<file path="src/logic/rts_pkg.sv">
package rts_pkg;
	localparam int RTS_CLK_PERIOD_NS = 10;
	localparam int RTS_US_NS         = 1000;
	localparam int RTS_TICK_CYC      = (RTS_US_NS + RTS_CLK_PERIOD_NS - 1) / RTS_CLK_PERIOD_NS;
	localparam int RTS_PUD_MS        = 72;
	localparam int RTS_PLL_MS        = 2;
	localparam int RTS_OSU_CYCLES    = 1024;
	localparam int RTS_EXT_REC_NS    = 1500;
	localparam int RTS_EXT_REC_CYC   = (RTS_EXT_REC_NS + RTS_CLK_PERIOD_NS - 1) / RTS_CLK_PERIOD_NS;
	localparam int RTS_PIN_FILT_CYC  = 4;
	localparam int RTS_PC_W          = 21;
	localparam logic [7:0] RTS_ADDR_CAUSE = 8'h00;
	localparam logic [7:0] RTS_ADDR_CFG   = 8'h04;
	localparam logic [7:0] RTS_ADDR_STAT  = 8'h08;
	localparam logic [7:0] RTS_CAUSE_POR  = 8'h1c;
	localparam logic [7:0] RTS_CAUSE_WMSK = 8'h9f;
	localparam logic [7:0] RTS_CFG_RST    = 8'h22;
	localparam logic [7:0] RTS_CFG_WMSK   = 8'h3f;
	localparam logic [2:0] RTS_MODE_LOWPWR  = 3'h0;
	localparam logic [2:0] RTS_MODE_STDXTAL = 3'h1;
	localparam logic [2:0] RTS_MODE_HISPD   = 3'h2;
	localparam logic [2:0] RTS_MODE_EXTCLK  = 3'h3;
	localparam logic [2:0] RTS_MODE_RESCAP  = 3'h4;
	localparam logic [20:0] RTS_VEC_RESET = 21'h000000;
	localparam logic [20:0] RTS_VEC_HIGH  = 21'h000008;
	localparam logic [20:0] RTS_VEC_LOW   = 21'h000018;
	localparam logic [20:0] RTS_PC_STEP   = 21'h000002;
	localparam logic [1:0] RTS_RESP_OKAY   = 2'b00;
	localparam logic [1:0] RTS_RESP_SLVERR = 2'b10;
	typedef struct packed {
		logic       irq_priority_enable;
		logic [1:0] unimpl;
		logic       reset_instr_flag;
		logic       timeout_flag_n;
		logic       powerdown_flag_n;
		logic       poweron_flag_n;
		logic       brownout_flag_n;
	} rts_cause_t;
	typedef struct packed {
		logic [1:0] unimpl;
		logic       brownout_enable_bit;
		logic       power_up_timer_enable_n;
		logic       pll_enable;
		logic [2:0] osc_mode;
	} rts_cfg_t;
	typedef enum logic [2:0] {
		RTS_RUN  = 3'b000,
		RTS_HOLD = 3'b001,
		RTS_PUD  = 3'b010,
		RTS_OSU  = 3'b011,
		RTS_PLL  = 3'b100,
		RTS_ECW  = 3'b101
	} rts_state_t;
	typedef enum logic [1:0] {
		RTS_PATH_POR  = 2'b00,
		RTS_PATH_BRN  = 2'b01,
		RTS_PATH_WAKE = 2'b10
	} rts_path_t;
endpackage

</file>
<file path="src/logic/rts_top.sv">
`timescale 1ns/1ps
// Contract
// - start-up count 1024 osc cycles after delay
// - start-up count: crystal modes, power-on or wake
// - power-up delay on power-on and brown-out, 72 ms
// - power-up delay inserted when enable_n is zero
// - lock wait 2 ms after start-up count
// - brown-out detection gated by enable bit
// - stay in brown-out reset until supply returns
// - after brown-out rerun delay, restart on dip
// - order: power-up delay, start-up count, lock wait
// - resistor mode, delay off: no time-out
// - time-outs ignore master clear, release immediate
// - external clock wake, or power-on with delay off: 1.5 us
// - external clock oscillator switch adds no delay
// - cause register layout, eight bits
// - power-on sets PC zero, flags 1c
// - master clear while awake keeps all flags
// - software reset clears reset-instruction flag
// - stack resets set their stack flag
// - master clear in sleep: timeout set, powerdown clear
// - interrupt wake: PC+2, timeout set, powerdown clear
// - enabled interrupt wake loads priority vector
// - master clear never driven, glitches filtered
module rts_top #(
	parameter int PUD_TICKS   = rts_pkg::RTS_PUD_MS * 1000,
	parameter int PLL_TICKS   = rts_pkg::RTS_PLL_MS * 1000,
	parameter int OSU_CYCLES  = rts_pkg::RTS_OSU_CYCLES,
	parameter int PIN_FILT    = rts_pkg::RTS_PIN_FILT_CYC
) (
	// Clock and reset
	input  wire logic                         aclk,
	input  wire logic                         aresetn,
	// Supervisor, pin and oscillator
	input  wire logic                         brownout_low,
	input  wire logic                         master_clear_pin_n,
	input  wire logic                         osc_in,
	// Core events
	input  wire logic                         core_sleeping,
	input  wire logic                         sw_reset_req,
	input  wire logic                         stack_full_req,
	input  wire logic                         stack_under_req,
	input  wire logic                         wdt_timeout,
	input  wire logic                         irq_wake,
	input  wire logic                         irq_is_high,
	input  wire logic                         global_high_irq_enable,
	input  wire logic                         global_low_irq_enable,
	input  wire logic [rts_pkg::RTS_PC_W-1:0] pc_current,
	// Core control
	output logic                              core_hold,
	output logic                              pc_load,
	output logic [rts_pkg::RTS_PC_W-1:0]      pc_load_value,
	// AXI4-Lite slave
	input  wire logic [7:0]                   s_axi_awaddr,
	input  wire logic                         s_axi_awvalid,
	output logic                              s_axi_awready,
	input  wire logic [31:0]                  s_axi_wdata,
	input  wire logic [3:0]                   s_axi_wstrb,
	input  wire logic                         s_axi_wvalid,
	output logic                              s_axi_wready,
	output logic [1:0]                        s_axi_bresp,
	output logic                              s_axi_bvalid,
	input  wire logic                         s_axi_bready,
	input  wire logic [7:0]                   s_axi_araddr,
	input  wire logic                         s_axi_arvalid,
	output logic                              s_axi_arready,
	output logic [31:0]                       s_axi_rdata,
	output logic [1:0]                        s_axi_rresp,
	output logic                              s_axi_rvalid,
	input  wire logic                         s_axi_rready
);
	import rts_pkg::*;

	localparam int CNT_W = $clog2(PUD_TICKS + PLL_TICKS + OSU_CYCLES + RTS_EXT_REC_CYC + 1);
	localparam int PRE_W = $clog2(RTS_TICK_CYC + 1);
	localparam int FLT_W = $clog2(PIN_FILT + 1);

	rts_state_t        state_r;
	rts_state_t        state_nxt;
	rts_path_t         path_r;
	rts_path_t         path_nxt;
	rts_cause_t        reset_cause_control_r;
	rts_cfg_t          cfg_r;
	logic [CNT_W-1:0]  cnt_r;
	logic [PRE_W-1:0]  pre_r;
	logic [FLT_W-1:0]  flt_r;
	logic              pin_low_r;
	logic              pin_ev;
	logic              osc_q_r;
	logic              osc_rise;
	logic              us_tick;
	logic              tdone;
	logic              brown_on;
	logic              wake_ev;
	logic              wdt_rst_ev;
	logic              wdt_wake_ev;
	logic              irq_wake_ev;
	logic              sw_ev;
	logic              rst_ev;
	logic              pend_r;
	logic              pc_go;
	logic              stk_full_r;
	logic              stk_under_r;
	logic              aw_full_r;
	logic              w_full_r;
	logic [7:0]        awaddr_r;
	logic [7:0]        wdata_r;
	logic              wstrb0_r;
	logic              do_write;

	function automatic logic crystal(input logic [2:0] mode);
		return mode == RTS_MODE_LOWPWR || mode == RTS_MODE_STDXTAL || mode == RTS_MODE_HISPD;
	endfunction

	function automatic logic mapped(input logic [7:0] a);
		return a == RTS_ADDR_CAUSE || a == RTS_ADDR_CFG || a == RTS_ADDR_STAT;
	endfunction

	// Next step once the power-up delay is over or was skipped.
	function automatic rts_state_t after_pud(input logic [2:0] mode, input logic pud_off);
		if (crystal(mode)) begin
			return RTS_OSU;
		end else if (mode == RTS_MODE_EXTCLK && pud_off) begin
			return RTS_ECW;
		end
		return RTS_RUN;
	endfunction

	// The pin is never driven from here; resets act on core_hold and the PC load only.
	always_ff @(posedge aclk) begin
		if (!aresetn) begin
			flt_r      <= '0;
			pin_low_r  <= 1'b0;
		end else if (master_clear_pin_n == !pin_low_r) begin
			flt_r <= '0;
		end else if (flt_r == FLT_W'(PIN_FILT - 1)) begin
			flt_r      <= '0;
			pin_low_r  <= !master_clear_pin_n;
		end else begin
			flt_r <= flt_r + 1'b1;
		end
	end

	assign pin_ev = (flt_r == FLT_W'(PIN_FILT - 1)) && !master_clear_pin_n && !pin_low_r;

	always_ff @(posedge aclk) begin
		if (!aresetn) begin
			osc_q_r <= 1'b0;
		end else begin
			osc_q_r <= osc_in;
		end
	end

	assign osc_rise    = osc_in && !osc_q_r;
	assign us_tick     = pre_r == PRE_W'(RTS_TICK_CYC - 1);
	assign brown_on    = cfg_r.brownout_enable_bit && brownout_low;
	assign wake_ev     = state_r == RTS_RUN && core_sleeping && (irq_wake || wdt_timeout) && !brown_on;
	assign wdt_wake_ev = wake_ev && wdt_timeout;
	assign irq_wake_ev = wake_ev && !wdt_timeout;
	assign wdt_rst_ev  = wdt_timeout && !core_sleeping && state_r == RTS_RUN;
	assign sw_ev       = sw_reset_req && !core_sleeping;
	assign rst_ev      = brown_on || pin_ev || sw_ev || stack_full_req || stack_under_req || wdt_rst_ev;
	assign pc_go       = state_r == RTS_RUN && !pin_low_r && pend_r && !rst_ev && !wake_ev;

	always_comb begin
		tdone = 1'b0;
		unique case (state_r)
			RTS_PUD:  tdone = us_tick && cnt_r == CNT_W'(PUD_TICKS - 1);
			RTS_PLL:  tdone = us_tick && cnt_r == CNT_W'(PLL_TICKS - 1);
			RTS_OSU:  tdone = osc_rise && cnt_r == CNT_W'(OSU_CYCLES - 1);
			RTS_ECW:  tdone = cnt_r == CNT_W'(RTS_EXT_REC_CYC - 1);
			default:  tdone = 1'b0;
		endcase
	end

	// Master clear is not looked at here, so the time-outs run while the pin is low.
	always_comb begin
		state_nxt = state_r;
		path_nxt  = path_r;
		if (brown_on) begin
			state_nxt = RTS_HOLD;
			path_nxt  = RTS_PATH_BRN;
		end else begin
			unique case (state_r)
				RTS_HOLD: begin
					if (!cfg_r.power_up_timer_enable_n) begin
						state_nxt = RTS_PUD;
					end else if (path_r == RTS_PATH_POR) begin
						state_nxt = after_pud(cfg_r.osc_mode, 1'b1);
					end else begin
						state_nxt = RTS_RUN;
					end
				end
				RTS_PUD: if (tdone) begin
					state_nxt = path_r == RTS_PATH_POR ? after_pud(cfg_r.osc_mode, 1'b0) : RTS_RUN;
				end
				RTS_OSU: if (tdone) begin
					state_nxt = cfg_r.pll_enable && cfg_r.osc_mode == RTS_MODE_HISPD ? RTS_PLL : RTS_RUN;
				end
				RTS_PLL, RTS_ECW: if (tdone) begin
					state_nxt = RTS_RUN;
				end
				RTS_RUN: if (wake_ev) begin
					// An oscillator switch alone never enters a wait state.
					path_nxt = RTS_PATH_WAKE;
					if (crystal(cfg_r.osc_mode)) begin
						state_nxt = RTS_OSU;
					end else if (cfg_r.osc_mode == RTS_MODE_EXTCLK) begin
						state_nxt = RTS_ECW;
					end
				end
				default: state_nxt = RTS_HOLD;
			endcase
		end
	end

	always_ff @(posedge aclk) begin
		if (!aresetn) begin
			state_r <= RTS_HOLD;
			path_r  <= RTS_PATH_POR;
		end else begin
			state_r <= state_nxt;
			path_r  <= path_nxt;
		end
	end

	// Restarting the prescaler on entry keeps every delay at its full length.
	always_ff @(posedge aclk) begin
		if (!aresetn || state_nxt != state_r || brown_on) begin
			cnt_r <= '0;
			pre_r <= '0;
		end else begin
			pre_r <= us_tick ? '0 : pre_r + 1'b1;
			if ((state_r == RTS_OSU && osc_rise) || state_r == RTS_ECW ||
			    ((state_r == RTS_PUD || state_r == RTS_PLL) && us_tick)) begin
				cnt_r <= cnt_r + 1'b1;
			end
		end
	end

	// Hardware events win over a software write in the same cycle.
	always_ff @(posedge aclk) begin
		if (!aresetn) begin
			reset_cause_control_r <= RTS_CAUSE_POR;
		end else if (brown_on) begin
			reset_cause_control_r.reset_instr_flag <= 1'b1;
			reset_cause_control_r.timeout_flag_n   <= 1'b1;
			reset_cause_control_r.powerdown_flag_n <= 1'b1;
			reset_cause_control_r.brownout_flag_n  <= 1'b0;
		end else if (pin_ev && core_sleeping) begin
			reset_cause_control_r.timeout_flag_n   <= 1'b1;
			reset_cause_control_r.powerdown_flag_n <= 1'b0;
		end else if (wdt_rst_ev) begin
			reset_cause_control_r.reset_instr_flag <= 1'b1;
			reset_cause_control_r.timeout_flag_n   <= 1'b0;
			reset_cause_control_r.powerdown_flag_n <= 1'b1;
		end else if (wdt_wake_ev) begin
			reset_cause_control_r.timeout_flag_n   <= 1'b0;
			reset_cause_control_r.powerdown_flag_n <= 1'b0;
		end else if (irq_wake_ev) begin
			reset_cause_control_r.timeout_flag_n   <= 1'b1;
			reset_cause_control_r.powerdown_flag_n <= 1'b0;
		end else if (sw_ev) begin
			reset_cause_control_r.reset_instr_flag <= 1'b0;
		end else if (do_write && awaddr_r == RTS_ADDR_CAUSE && wstrb0_r) begin
			reset_cause_control_r <= wdata_r & RTS_CAUSE_WMSK;
		end
	end

	always_ff @(posedge aclk) begin
		if (!aresetn) begin
			cfg_r <= RTS_CFG_RST;
		end else if (do_write && awaddr_r == RTS_ADDR_CFG && wstrb0_r) begin
			cfg_r <= wdata_r & RTS_CFG_WMSK;
		end
	end

	always_ff @(posedge aclk) begin
		if (!aresetn) begin
			stk_full_r  <= 1'b0;
			stk_under_r <= 1'b0;
		end else begin
			if (stack_full_req) begin
				stk_full_r <= 1'b1;
			end else if (do_write && awaddr_r == RTS_ADDR_STAT && wstrb0_r && wdata_r[0]) begin
				stk_full_r <= 1'b0;
			end
			if (stack_under_req) begin
				stk_under_r <= 1'b1;
			end else if (do_write && awaddr_r == RTS_ADDR_STAT && wstrb0_r && wdata_r[1]) begin
				stk_under_r <= 1'b0;
			end
		end
	end

	always_ff @(posedge aclk) begin
		if (!aresetn) begin
			pend_r        <= 1'b1;
			pc_load_value <= RTS_VEC_RESET;
		end else if (rst_ev) begin
			pend_r        <= 1'b1;
			pc_load_value <= RTS_VEC_RESET;
		end else if (wake_ev) begin
			pend_r        <= 1'b1;
			pc_load_value <= pc_current + RTS_PC_STEP;
			if (irq_wake_ev && (global_high_irq_enable || global_low_irq_enable)) begin
				pc_load_value <= irq_is_high ? RTS_VEC_HIGH : RTS_VEC_LOW;
			end
		end else if (pc_go) begin
			pend_r <= 1'b0;
		end
	end

	always_ff @(posedge aclk) begin
		if (!aresetn) begin
			pc_load   <= 1'b0;
			core_hold <= 1'b1;
		end else begin
			pc_load   <= pc_go;
			core_hold <= state_nxt != RTS_RUN || pin_low_r || rst_ev || wake_ev || (pend_r && !pc_go);
		end
	end

	assign do_write = aw_full_r && w_full_r && !s_axi_bvalid;

	always_ff @(posedge aclk) begin
		if (!aresetn) begin
			aw_full_r     <= 1'b0;
			w_full_r      <= 1'b0;
			awaddr_r      <= '0;
			wdata_r       <= '0;
			wstrb0_r      <= 1'b0;
			s_axi_awready <= 1'b1;
			s_axi_wready  <= 1'b1;
			s_axi_bvalid  <= 1'b0;
			s_axi_bresp   <= RTS_RESP_OKAY;
		end else begin
			if (s_axi_awvalid && s_axi_awready) begin
				aw_full_r     <= 1'b1;
				awaddr_r      <= s_axi_awaddr;
				s_axi_awready <= 1'b0;
			end
			if (s_axi_wvalid && s_axi_wready) begin
				w_full_r     <= 1'b1;
				wdata_r      <= s_axi_wdata[7:0];
				wstrb0_r     <= s_axi_wstrb[0];
				s_axi_wready <= 1'b0;
			end
			if (do_write) begin
				s_axi_bvalid <= 1'b1;
				s_axi_bresp  <= mapped(awaddr_r) ? RTS_RESP_OKAY : RTS_RESP_SLVERR;
			end
			if (s_axi_bvalid && s_axi_bready) begin
				s_axi_bvalid  <= 1'b0;
				aw_full_r     <= 1'b0;
				w_full_r      <= 1'b0;
				s_axi_awready <= 1'b1;
				s_axi_wready  <= 1'b1;
			end
		end
	end

	always_ff @(posedge aclk) begin
		if (!aresetn) begin
			s_axi_arready <= 1'b1;
			s_axi_rvalid  <= 1'b0;
			s_axi_rdata   <= '0;
			s_axi_rresp   <= RTS_RESP_OKAY;
		end else if (s_axi_arvalid && s_axi_arready) begin
			s_axi_arready <= 1'b0;
			s_axi_rvalid  <= 1'b1;
			s_axi_rresp   <= mapped(s_axi_araddr) ? RTS_RESP_OKAY : RTS_RESP_SLVERR;
			s_axi_rdata   <= '0;
			unique case (s_axi_araddr)
				RTS_ADDR_CAUSE: s_axi_rdata[7:0] <= reset_cause_control_r & RTS_CAUSE_WMSK;
				RTS_ADDR_CFG:   s_axi_rdata[7:0] <= cfg_r;
				RTS_ADDR_STAT:  s_axi_rdata[6:0] <= {core_hold, state_r, 1'b0, stk_under_r, stk_full_r};
				default:        s_axi_rdata <= '0;
			endcase
		end else if (s_axi_rvalid && s_axi_rready) begin
			s_axi_rvalid  <= 1'b0;
			s_axi_arready <= 1'b1;
		end
	end

	a_osu_len: assert property (@(posedge aclk) disable iff (!aresetn)
		(state_r == RTS_OSU && state_nxt != RTS_OSU && !brown_on) |-> cnt_r == CNT_W'(OSU_CYCLES - 1))
		else $error("start-up count left early");
	a_osu_mode: assert property (@(posedge aclk) disable iff (!aresetn)
		(state_nxt == RTS_OSU && state_r != RTS_OSU) |-> crystal(cfg_r.osc_mode) && path_nxt != RTS_PATH_BRN)
		else $error("start-up count entered outside crystal power-on or wake");
	a_pud_gate: assert property (@(posedge aclk) disable iff (!aresetn)
		$rose(state_r == RTS_PUD) |-> $past(!cfg_r.power_up_timer_enable_n))
		else $error("power-up delay ran while disabled");
	a_pll_order: assert property (@(posedge aclk) disable iff (!aresetn)
		$rose(state_r == RTS_PLL) |-> $past(state_r) == RTS_OSU)
		else $error("lock wait not after start-up count");
	a_brown_hold: assert property (@(posedge aclk) disable iff (!aresetn)
		brown_on |=> state_r == RTS_HOLD && core_hold && cnt_r == '0)
		else $error("brown-out not holding reset");
	a_ext_wait: assert property (@(posedge aclk) disable iff (!aresetn)
		(state_r == RTS_ECW && state_nxt == RTS_RUN) |-> cnt_r == CNT_W'(RTS_EXT_REC_CYC - 1))
		else $error("external clock recovery length wrong");
	a_pin_release: assert property (@(posedge aclk) disable iff (!aresetn)
		(pc_go && $fell(pin_low_r)) |=> pc_load ##1 !core_hold)
		else $error("release after master clear delayed");
	a_sw_flag: assert property (@(posedge aclk) disable iff (!aresetn)
		(sw_ev && !brown_on && !pin_ev && !wdt_rst_ev && !wake_ev) |=> !reset_cause_control_r.reset_instr_flag && pend_r)
		else $error("software reset flag not cleared");
	a_irq_vector: assert property (@(posedge aclk) disable iff (!aresetn)
		(irq_wake_ev && !rst_ev && global_high_irq_enable && irq_is_high) |=> pc_load_value == RTS_VEC_HIGH)
		else $error("high vector not loaded");
	a_por_flags: assert property (@(posedge aclk) disable iff (!aresetn)
		$rose(aresetn) |-> reset_cause_control_r == RTS_CAUSE_POR && pc_load_value == RTS_VEC_RESET && core_hold)
		else $error("power-on flags wrong");
	a_bresp_hold: assert property (@(posedge aclk) disable iff (!aresetn)
		(s_axi_bvalid && !s_axi_bready) |=> s_axi_bvalid && $stable(s_axi_bresp))
		else $error("write response dropped");
endmodule

</file>
<file path="config.mk">
export PLATFORM = sky130hd
export DESIGN_NAME = rts_top
export DESIGN_NICKNAME = d
export VERILOG_FILES = /design/src/logic/rts_pkg.sv /design/src/logic/rts_top.sv
export SDC_FILE = /design/constraint.sdc
export NUM_CORES = 1
export LEC_CHECK = 0
export ABC_CLOCK_PERIOD_IN_PS = 3300
export CAP_MARGIN = 10
export CELL_PAD_IN_SITES_DETAIL_PLACEMENT = 0
export CELL_PAD_IN_SITES_GLOBAL_PLACEMENT = 1
export CORE_AREA = 2 2 111 113
export CTS_CLUSTER_DIAMETER = 60
export DETAILED_ROUTE_END_ITERATION = 8
export DIE_AREA = 0 0 113 115
export DONT_BUFFER_PORTS = 1
export PLACE_DENSITY = 0.81
export SETUP_SLACK_MARGIN = 0.05
export SYNTH_ARGS = -nofsm -noshare
export SYNTH_HDL_FRONTEND = slang
export SYNTH_SLANG_ARGS = --single-unit
</file>
<file path="constraint.sdc">
create_clock -name aclk -period 3.3 [get_ports aclk]
set_clock_uncertainty 0.05 [all_clocks]
set_input_delay 0.495 -clock aclk [delete_from_list [all_inputs] [get_ports aclk]]
set_output_delay 0.495 -clock aclk [all_outputs]
set_load 0.01 [all_outputs]
</file>
# After elaboration in Yosys (flattened, before gate mapping)
# Index checks and enable logic that the tools add are counted.
# op_classes
bitwise	8
n_eq_ne	27
addsub	4
muxes	61
n_reduce_logical	100
# op_table
op	count
$mux W8	8
$mux W3	17
$logic_and A1 B1 Y1	40
$mux W1	26
$logic_or A1 B1 Y1	22
$add A21 B2 Y21 const B	1
$mux W21	1
$pmux W7 S3	1
$add A17 B1 Y17 const B	1
$eq A17 B10 Y1 const B	1
$eq A17 B11 Y1 const B	1
$eq A17 B17 Y1 const B	1
$eq A17 B8 Y1 const B	1
$eq A8 B3 Y1 const B	2
$eq A8 B4 Y1 const B	2
$logic_not A8 Y1	2
$eq A3 B2 Y1 const B	5
$pmux W3 S5	1
$logic_not A1 Y1	11
$reduce_and A2 Y1	5
$reduce_bool A2 Y1	5
$reduce_or A2 Y1	5
$reduce_or A3 Y1	3
$mux W2	4
other kinds (23)	34
# totals
output_inout_bits	64
word_cells	237
reg_bits	108

# Longest topological paths before layout
# Gate-level depths: netlist of run 1.
# logic_depth
ltp_word	18
ltp_mapped	11

# Least setup slack after synthesis of run 1
# No wires, ideal clock.
# synth_timing
kind	reg-to-reg
from	reg state_r[1]
to	reg core_hold
setup_ns	0.134
required_ns	3.116
stages_incl_launch_ff	10
synth_period_minus_slack_ns	2.724
arrival_time_ns	2.540
path_buffers	1
setup_slack_ns	0.576
path_cell_list	dfxtp_1 buf_2 inv_1 ha_1 or4b_1 nor4b_1 a21boi_1 or2_4 a211oi_1 or4_1
# synth_between
elab_chain_cells	12
elab_cells_between_ends	34
classes_between	eq/ne (5); mux (9); reduce/logical (20)
# synth_lines
element	line	source
start: declaration	rts_top.sv:78	rts_state_t state_r;
start signal: assignment	rts_top.sv:222	state_r <= state_nxt;
parallel branches: the longest is 11 deep, another holds $pmux W3 S5	n/a	
$logic_or A1 B1 Y1 (*)	rts_top.sv:320	core_hold <= state_nxt != RTS_RUN || pin_low_r || rst_ev || wake_ev || (pend_r && !pc_go);
end signal: assignment	rts_top.sv:320	
end: declaration	rts_top.sv:50	output logic core_hold,
# Mark *: on every way between the ends.
# A chain may end at the register's enable or synchronous reset.

# Worst setup path after layout of run 1
# Same ends and word-level chain as after synthesis.

==> flow_metrics.tcl, run 1 <==
set metrics [dict create \
    fmax_ghz 0.352 \
    cts_tree "yes" \
    synth_seq_cells 105 \
    instances_no_fill 764 \
    cap_violations 0 \
    ir_drop_v 0.000302 \
    ys_async_sr_fraction_pct 0 \
    ant_nets 0 \
    drtIter0Drc 199 \
    antenna_found_initial 0 \
    powerDensity_nw_per_um2 487 \
    clock_sinks 105 \
    dp_hpwl_um 8530 \
    io_buffers 0 \
    syn_avg_cell_area_um2 8.48 \
    synth_edf_count 0 \
    tightest_slew_ns 0.762 \
    cp-end-kind "register" \
    overflow 0 \
    drive_gt1_share_pct 5.02 \
    hp-class "primary input to register" \
    synthDominantCellAreaShare_pct 39.7 \
    grt_max_degree 49 \
    grt_setup_unrepaired "no" \
    period_minus_slack_ns 2.84 \
    yosys.area.top_type "dfxtp_1" \
    cts_root_buf "clkbuf_16" \
    post_drt_via_cell_ratio 5.48 \
    netlist_instances 625 \
    start_util_pct 44.9 \
    drc 5 \
    io_pins 156 \
    finalNetCount 712 \
    ys_top_cells_by_area "dfxtp_1, nand2_1, xnor2_1" \
    clkTransAtPathRegs_ns 0.07 \
    synth.distinct_cells 65 \
    synth_warnings 0 \
    hold_viol_final 0 \
    post_cts_resized 0 \
    die_area_um2 13000 \
    grt_pass1_vias 4004 \
    worstPathRequired_ns 3.46 \
    finalCritPeriodShare_pct 86.1 \
    gp_congestion 0.838 \
    place_inst 748 \
    vias 4183 \
    diodes 0 \
    drv_slew 0 \
    synthToLayoutAreaGrowth_pct 6.18 \
    syn_area_um2 5300 \
    n_fill_cell 1167 \
    h-tree-depth 3 \
    start_kind "register" \
    cts_hold_buf 0 \
    yosys-top-cells-count "dfxtp_1, nand2_1, nor2_1, o21ai_0" \
    p_leak_nw 1.99 \
    reg2reg_slack_ns 0.46 \
    failed_checks "DRC" \
    numCtsBuffers 9 \
    drt_pass1_iterations 8 \
    wl_per_cell_um 15.1 \
    chipWidth_um 113 \
    synth_ff_type "dfxtp_1" \
    post_cts.repair.setup_buffers 0 \
    crit_type "register to register" \
    routed_wl_um 11600 \
    grt_pass1_wl_um 19300 \
    critPathMaxFanout 4 \
    fp.dieH_um 115 \
    relSlewSlack_pct 48.5 \
    core_um2 11800 \
    status "finished with violations" \
    insertion_delay_ns 0.34 \
    rows 40 \
    grt_use_total_pct 18.2 \
    yosysMostFrequentCell "dfxtp_1" \
    cts_buffer_depth 2 \
    setup_viol 0 \
    fin_setup_tns_ns 0 \
    register_area_um2 2100 \
    worstPathArrival_ns 3.00 \
    multi_input_area_um2 2900 \
    yosysSeqAreaShare_pct 39.7 \
]
worst paths after layout:
path / to / cells after the start / startpoint
worst max-delay path: core_hold$_SDFF_PN1_ / 8 / state_r[1]$_SDFF_PN0_
worst max register to register: core_hold$_SDFF_PN1_ / 8 / state_r[1]$_SDFF_PN0_
worst min-delay path: cfg_r[1]$_SDFFE_PN1P_ / 1 / aresetn
worst min register to register: flt_r[0]$_SDFF_PP0_ / 1 / flt_r[0]$_SDFF_PP0_
where the power goes:
| part | internal, mW | total (mW) | switching [mW] |
|---|---|---|---|
| logic | 0.0762 | 0.186 | 0.110 |
| registers | 1.30 | 1.33 | 0.0330 |
| clock network | 0.766 | 1.22 | 0.458 |
| total | 2.14 | 2.74 | 0.602 |
metal layers:
metal	vias up	GRT usage (%)	routed length [um]
met5	-	0	0
met4	0	6.18	166
met3	12	4.96	819
met2	120	29.3	5220
met1	1936	23.9	5350
li1	2115	-	-
worst max-delay path, cell delays in order (launching register included):
cell and delay [ns]:
dfxtp_1 0.33, inv_1 0.07, ha_1 0.28, or4b_1 0.49, nor4b_1 0.40, a21boi_1 0.29, or2_4 0.18, o21ai_0 0.12
or4_1 0.52
stage by stage:
stage	utilization [%]	hold slack, ns	total power [mW]	instance area, um2	worst slack [ns]
final	47.7	0.179	2.74	5630	0.460
after global routing	47.7	0.153	2.85	5630	0.241
after CTS	47.7	0.155	2.79	5630	0.435
after detailed placement	44.7	0.365	1.55	5280	0.444
after global placement	44.7	0.359	1.54	5280	0.488
after floorplan	-	0.349	1.54	5400	0.576
flip-flops by register name, summed over array words and instances (netlist names), 2 cells and up:
name	flops
state_r	3
s_axi_rdata	8
pc_load_value	21
path_r	2
cnt_r	17
wdata_r	7
flt_r	3
awaddr_r	8
pre_r	7
cfg_r	6
reset_cause_control_r	6
area by class of cell:
class                      count  area share (%)
clock buffer                  12            4.38
clock inverter                 4            1.76
inverter                      14           0.934
multi-input combinational    478            51.6
sequential                   105            37.3
tap                          147            3.27
timing repair buffer           4           0.756
placed cells by master, fill, tap and decap left out, types with 3 or more instances in the layout:
master,instances
nor3_2,3
nand3b_1,3
nor2b_1,21
a31oi_1,5
xor2_1,13
o211ai_1,4
nor3_1,30
o21a_1,5
and4b_1,3
nand4b_1,3
inv_1,14
and2_1,6
bufinv_16,3
a21oi_1,18
a211oi_1,3
nor4b_1,5
o21ai_0,33
a22oi_1,6
nor4_1,10
nand3_1,30
ha_1,8
clkbuf_16,9
nand4_1,8
or3_1,3
conb_1,26
nor2_1,45
nand2b_1,5
xnor2_1,27
nor4bb_1,3
buf_4,3
mux2i_1,14
and3_1,6
nand2_1,76
a21boi_0,23
dfxtp_1,105
cells by family (layout without fill, tap and decap cells):
| logic type | after synthesis | count (layout) | synth area share, % |
|---|---|---|---|
| other cells | 1 | 26 | 0.0707 |
| flops | 105 | 105 | 39.7 |
| xor+xnor | 40 | 40 | 6.61 |
| buf+inv | 67 | 34 | 7.36 |
| fa+ha+maj | 8 | 8 | 1.89 |
| simple gates | 277 | 277 | 27.9 |
| mux | 15 | 15 | 2.86 |
| compound gates | 112 | 112 | 13.7 |
Power figures use the tool's default switching activity.
==> inputs of run 2 (changes only) <==
Settings changed: ABC_AREA set to 1, CORE_AREA 2 2 111 113 to 2 2 112 114, CTS_CLUSTER_SIZE set to 8, DIE_AREA 0 0 113 115 to 0 0 114 116, PLACE_DENSITY 0.81 to 0.83.
==> flow_metrics.tcl, run 2 <==
set metrics [dict create \
    io_pins 156 \
    wl_per_cell_um 13.3 \
    start_kind "register" \
    r2r_start "state_r[1]$_SDFF_PN0_" \
    finalNetCount 830 \
    die_area_um2 13200 \
    h-tree-depth 3 \
    finalCritPeriodShare_pct 79.8 \
    netlist_instances 732 \
    ir_drop_v 0.000354 \
    worstPathArrival_ns 2.85 \
    worstSetupEndpoint "cnt_r[12]$_SDFFE_PP0P_" \
    r2r_cells 14 \
    ant_nets 0 \
    synthToLayoutAreaGrowth_pct 6.15 \
    gp_congestion 0.917 \
    dp_hpwl_um 9050 \
    vias 4442 \
    yosysSeqAreaShare_pct 39.4 \
    yosys.area.top_type "dfxtp_1" \
    antenna_found_initial 0 \
    core_um2 11900 \
    powerDensity_nw_per_um2 465 \
    post_drt_via_cell_ratio 5.04 \
    post_cts.repair.setup_buffers 0 \
    relSlewSlack_pct 57.0 \
    cap_violations 0 \
    largest_reg_flops 21 \
    drtIter0Drc 197 \
    period_minus_slack_ns 2.63 \
    synth.distinct_cells 47 \
    start_util_pct 44.8 \
    post_cts_resized 0 \
    grt_max_degree 35 \
    drv_slew 0 \
    status "finished, final reports clean" \
    ys_async_sr_fraction_pct 0 \
    critPathMaxFanout 17 \
    syn_avg_cell_area_um2 7.28 \
    yosysMostFrequentCell "nand2_1" \
    grt_use_total_pct 18.6 \
    cp-end-kind "register" \
    fin_setup_tns_ns 0 \
    synth_warnings 0 \
    drt_pass1_iterations 4 \
    fp.dieH_um 116 \
    yosys-top-cells-count "nand2_1, dfxtp_1, nor2_1, inv_1, o21ai_0" \
    setup_viol 0 \
    synth_edf_count 0 \
    insertion_delay_ns 0.36 \
    final_area_um2 5660 \
    rows 40 \
    reg_top3 "pc_load_value x21, cnt_r x17" \
    clkTransAtPathRegs_ns 0.07 \
    final_cell_mix "nand2_1, dfxtp_1, nor2_1" \
    crit_type "register to register" \
    layout_setup_ws_ns 0.667 \
    drive_gt1_share_pct 8.30 \
    synth_ff_type "dfxtp_1" \
    numCtsBuffers 9 \
    syn_area_um2 5330 \
    grt_setup_unrepaired "no" \
    cts_tree "yes" \
    fmax_ghz 0.380 \
    hold_ws_ns 0.170 \
    tightest_slew_ns 0.645 \
    hp-class "primary input to register" \
    overflow 0 \
    synthDominantCellAreaShare_pct 39.4 \
    place_ws_ns 0.626 \
    p_leak_nw 2.33 \
    chipWidth_um 114 \
    drc 0 \
    placed_area_um2 5350 \
    cts_buffer_depth 2 \
    cts_root_buf "clkbuf_16" \
    grt_pass1_wl_um 19800 \
    largest-register "pc_load_value" \
    grt_pass1_vias 4260 \
    ys_top_cells_by_area "dfxtp_1, nand2_1, nor2_1" \
    routed_wl_um 11800 \
    reg2reg_slack_ns 0.67 \
    clock_sinks 105 \
    synth_seq_cells 105 \
    hold_viol_final 0 \
    io_buffers 0 \
    hp-start "aresetn" \
    diodes 0 \
    layout_commonest_cell "nand2_1" \
    timing.rr.end "cnt_r[12]$_SDFFE_PP0P_" \
    worstPathRequired_ns 3.52 \
    cts_hold_buf 0 \
    startpoint "state_r[1]$_SDFF_PN0_" \
]
## run 2: cell count changes in the layout (fill, tap and decap cells not counted), sizes merged, moves of 21 or more
| cell | delta |
|---|---|
| nor2 | +62 |
| nand2 | +56 |
| inv | +88 |
| xnor2 | -21 |
| nor2b | -21 |
| a21boi | -24 |
## run 2: power breakdown
part           leakage (nW)  switching (mW)  total (mW)  internal [mW]
logic                  1.33           0.144       0.205         0.0612
clock network         0.146           0.546        1.09          0.540
registers             0.855          0.0309        1.34           1.31
total                  2.33           0.721        2.63           1.91
## run 2: routing by layer
metal,up-vias,part of all wire (%),global-route usage [%]
met5,-,0,0
met4,0,2.0,6.83
met3,18,4.5,4.60
met2,84,50,32.1
met1,2018,44,22.7
li1,2322,-,-
## run 2: cell type report
class / count / area, um2
fillers: 1173 / 6250
multi-input cells: 511 / 2670
flip-flops and latches: 105 / 2100
inverters: 100 / 378
clock buffers: 9 / 225
well taps: 147 / 184
clock inverters: 7 / 80.1
repair buffers: 3 / 22.5
## run 2: per-stage QoR
stage | power (mW) | std cells | util (%)
after floorplan | 1.56 | 757 | -
after global placement | 1.57 | 866 | 44.9
after detailed placement | 1.58 | 866 | 44.9
after CTS | 2.66 | 882 | 47.5
after global routing | 2.75 | 882 | 47.5
final | 2.63 | 882 | 47.5
## run 2: cells by family after synthesis
group / share of synthesized area, %
simple gates: 29.5
buf+inv: 12.3
compound gates: 12.6
flops: 39.4
xor+xnor: 4.27
fa+ha+maj: 1.88
other cells: 0.0703
## run 2: critical path, cell delays in order (launching register included)
cell	delay, ns
dfxtp_1	0.39
inv_2	0.13
nand2_1	0.09
nor2_1	0.21
nand3_1	0.27
buf_4	0.24
o21ai_0	0.21
nand2_1	0.10
nand3_2	0.09
nand2_1	0.08
nand2_1	0.08
nand2_1	0.06
nor2_2	0.13
inv_2	0.19
nor3_1	0.22
## run 2: how the worst min path moves through the flow
stage	endpoint	slack (ns)	cells past startpoint
floorplan	flt_r[0]$_SDFF_PP0_	0.35	1
CTS	s_axi_arready$_SDFFE_PN1P_	0.15	1
global placement	flt_r[0]$_SDFF_PP0_	0.36	1
finish	s_axi_arready$_SDFFE_PN1P_	0.17	1
detailed placement	flt_r[0]$_SDFF_PP0_	0.36	1
global route	state_r[0]$_SDFF_PN1_	0.15	1
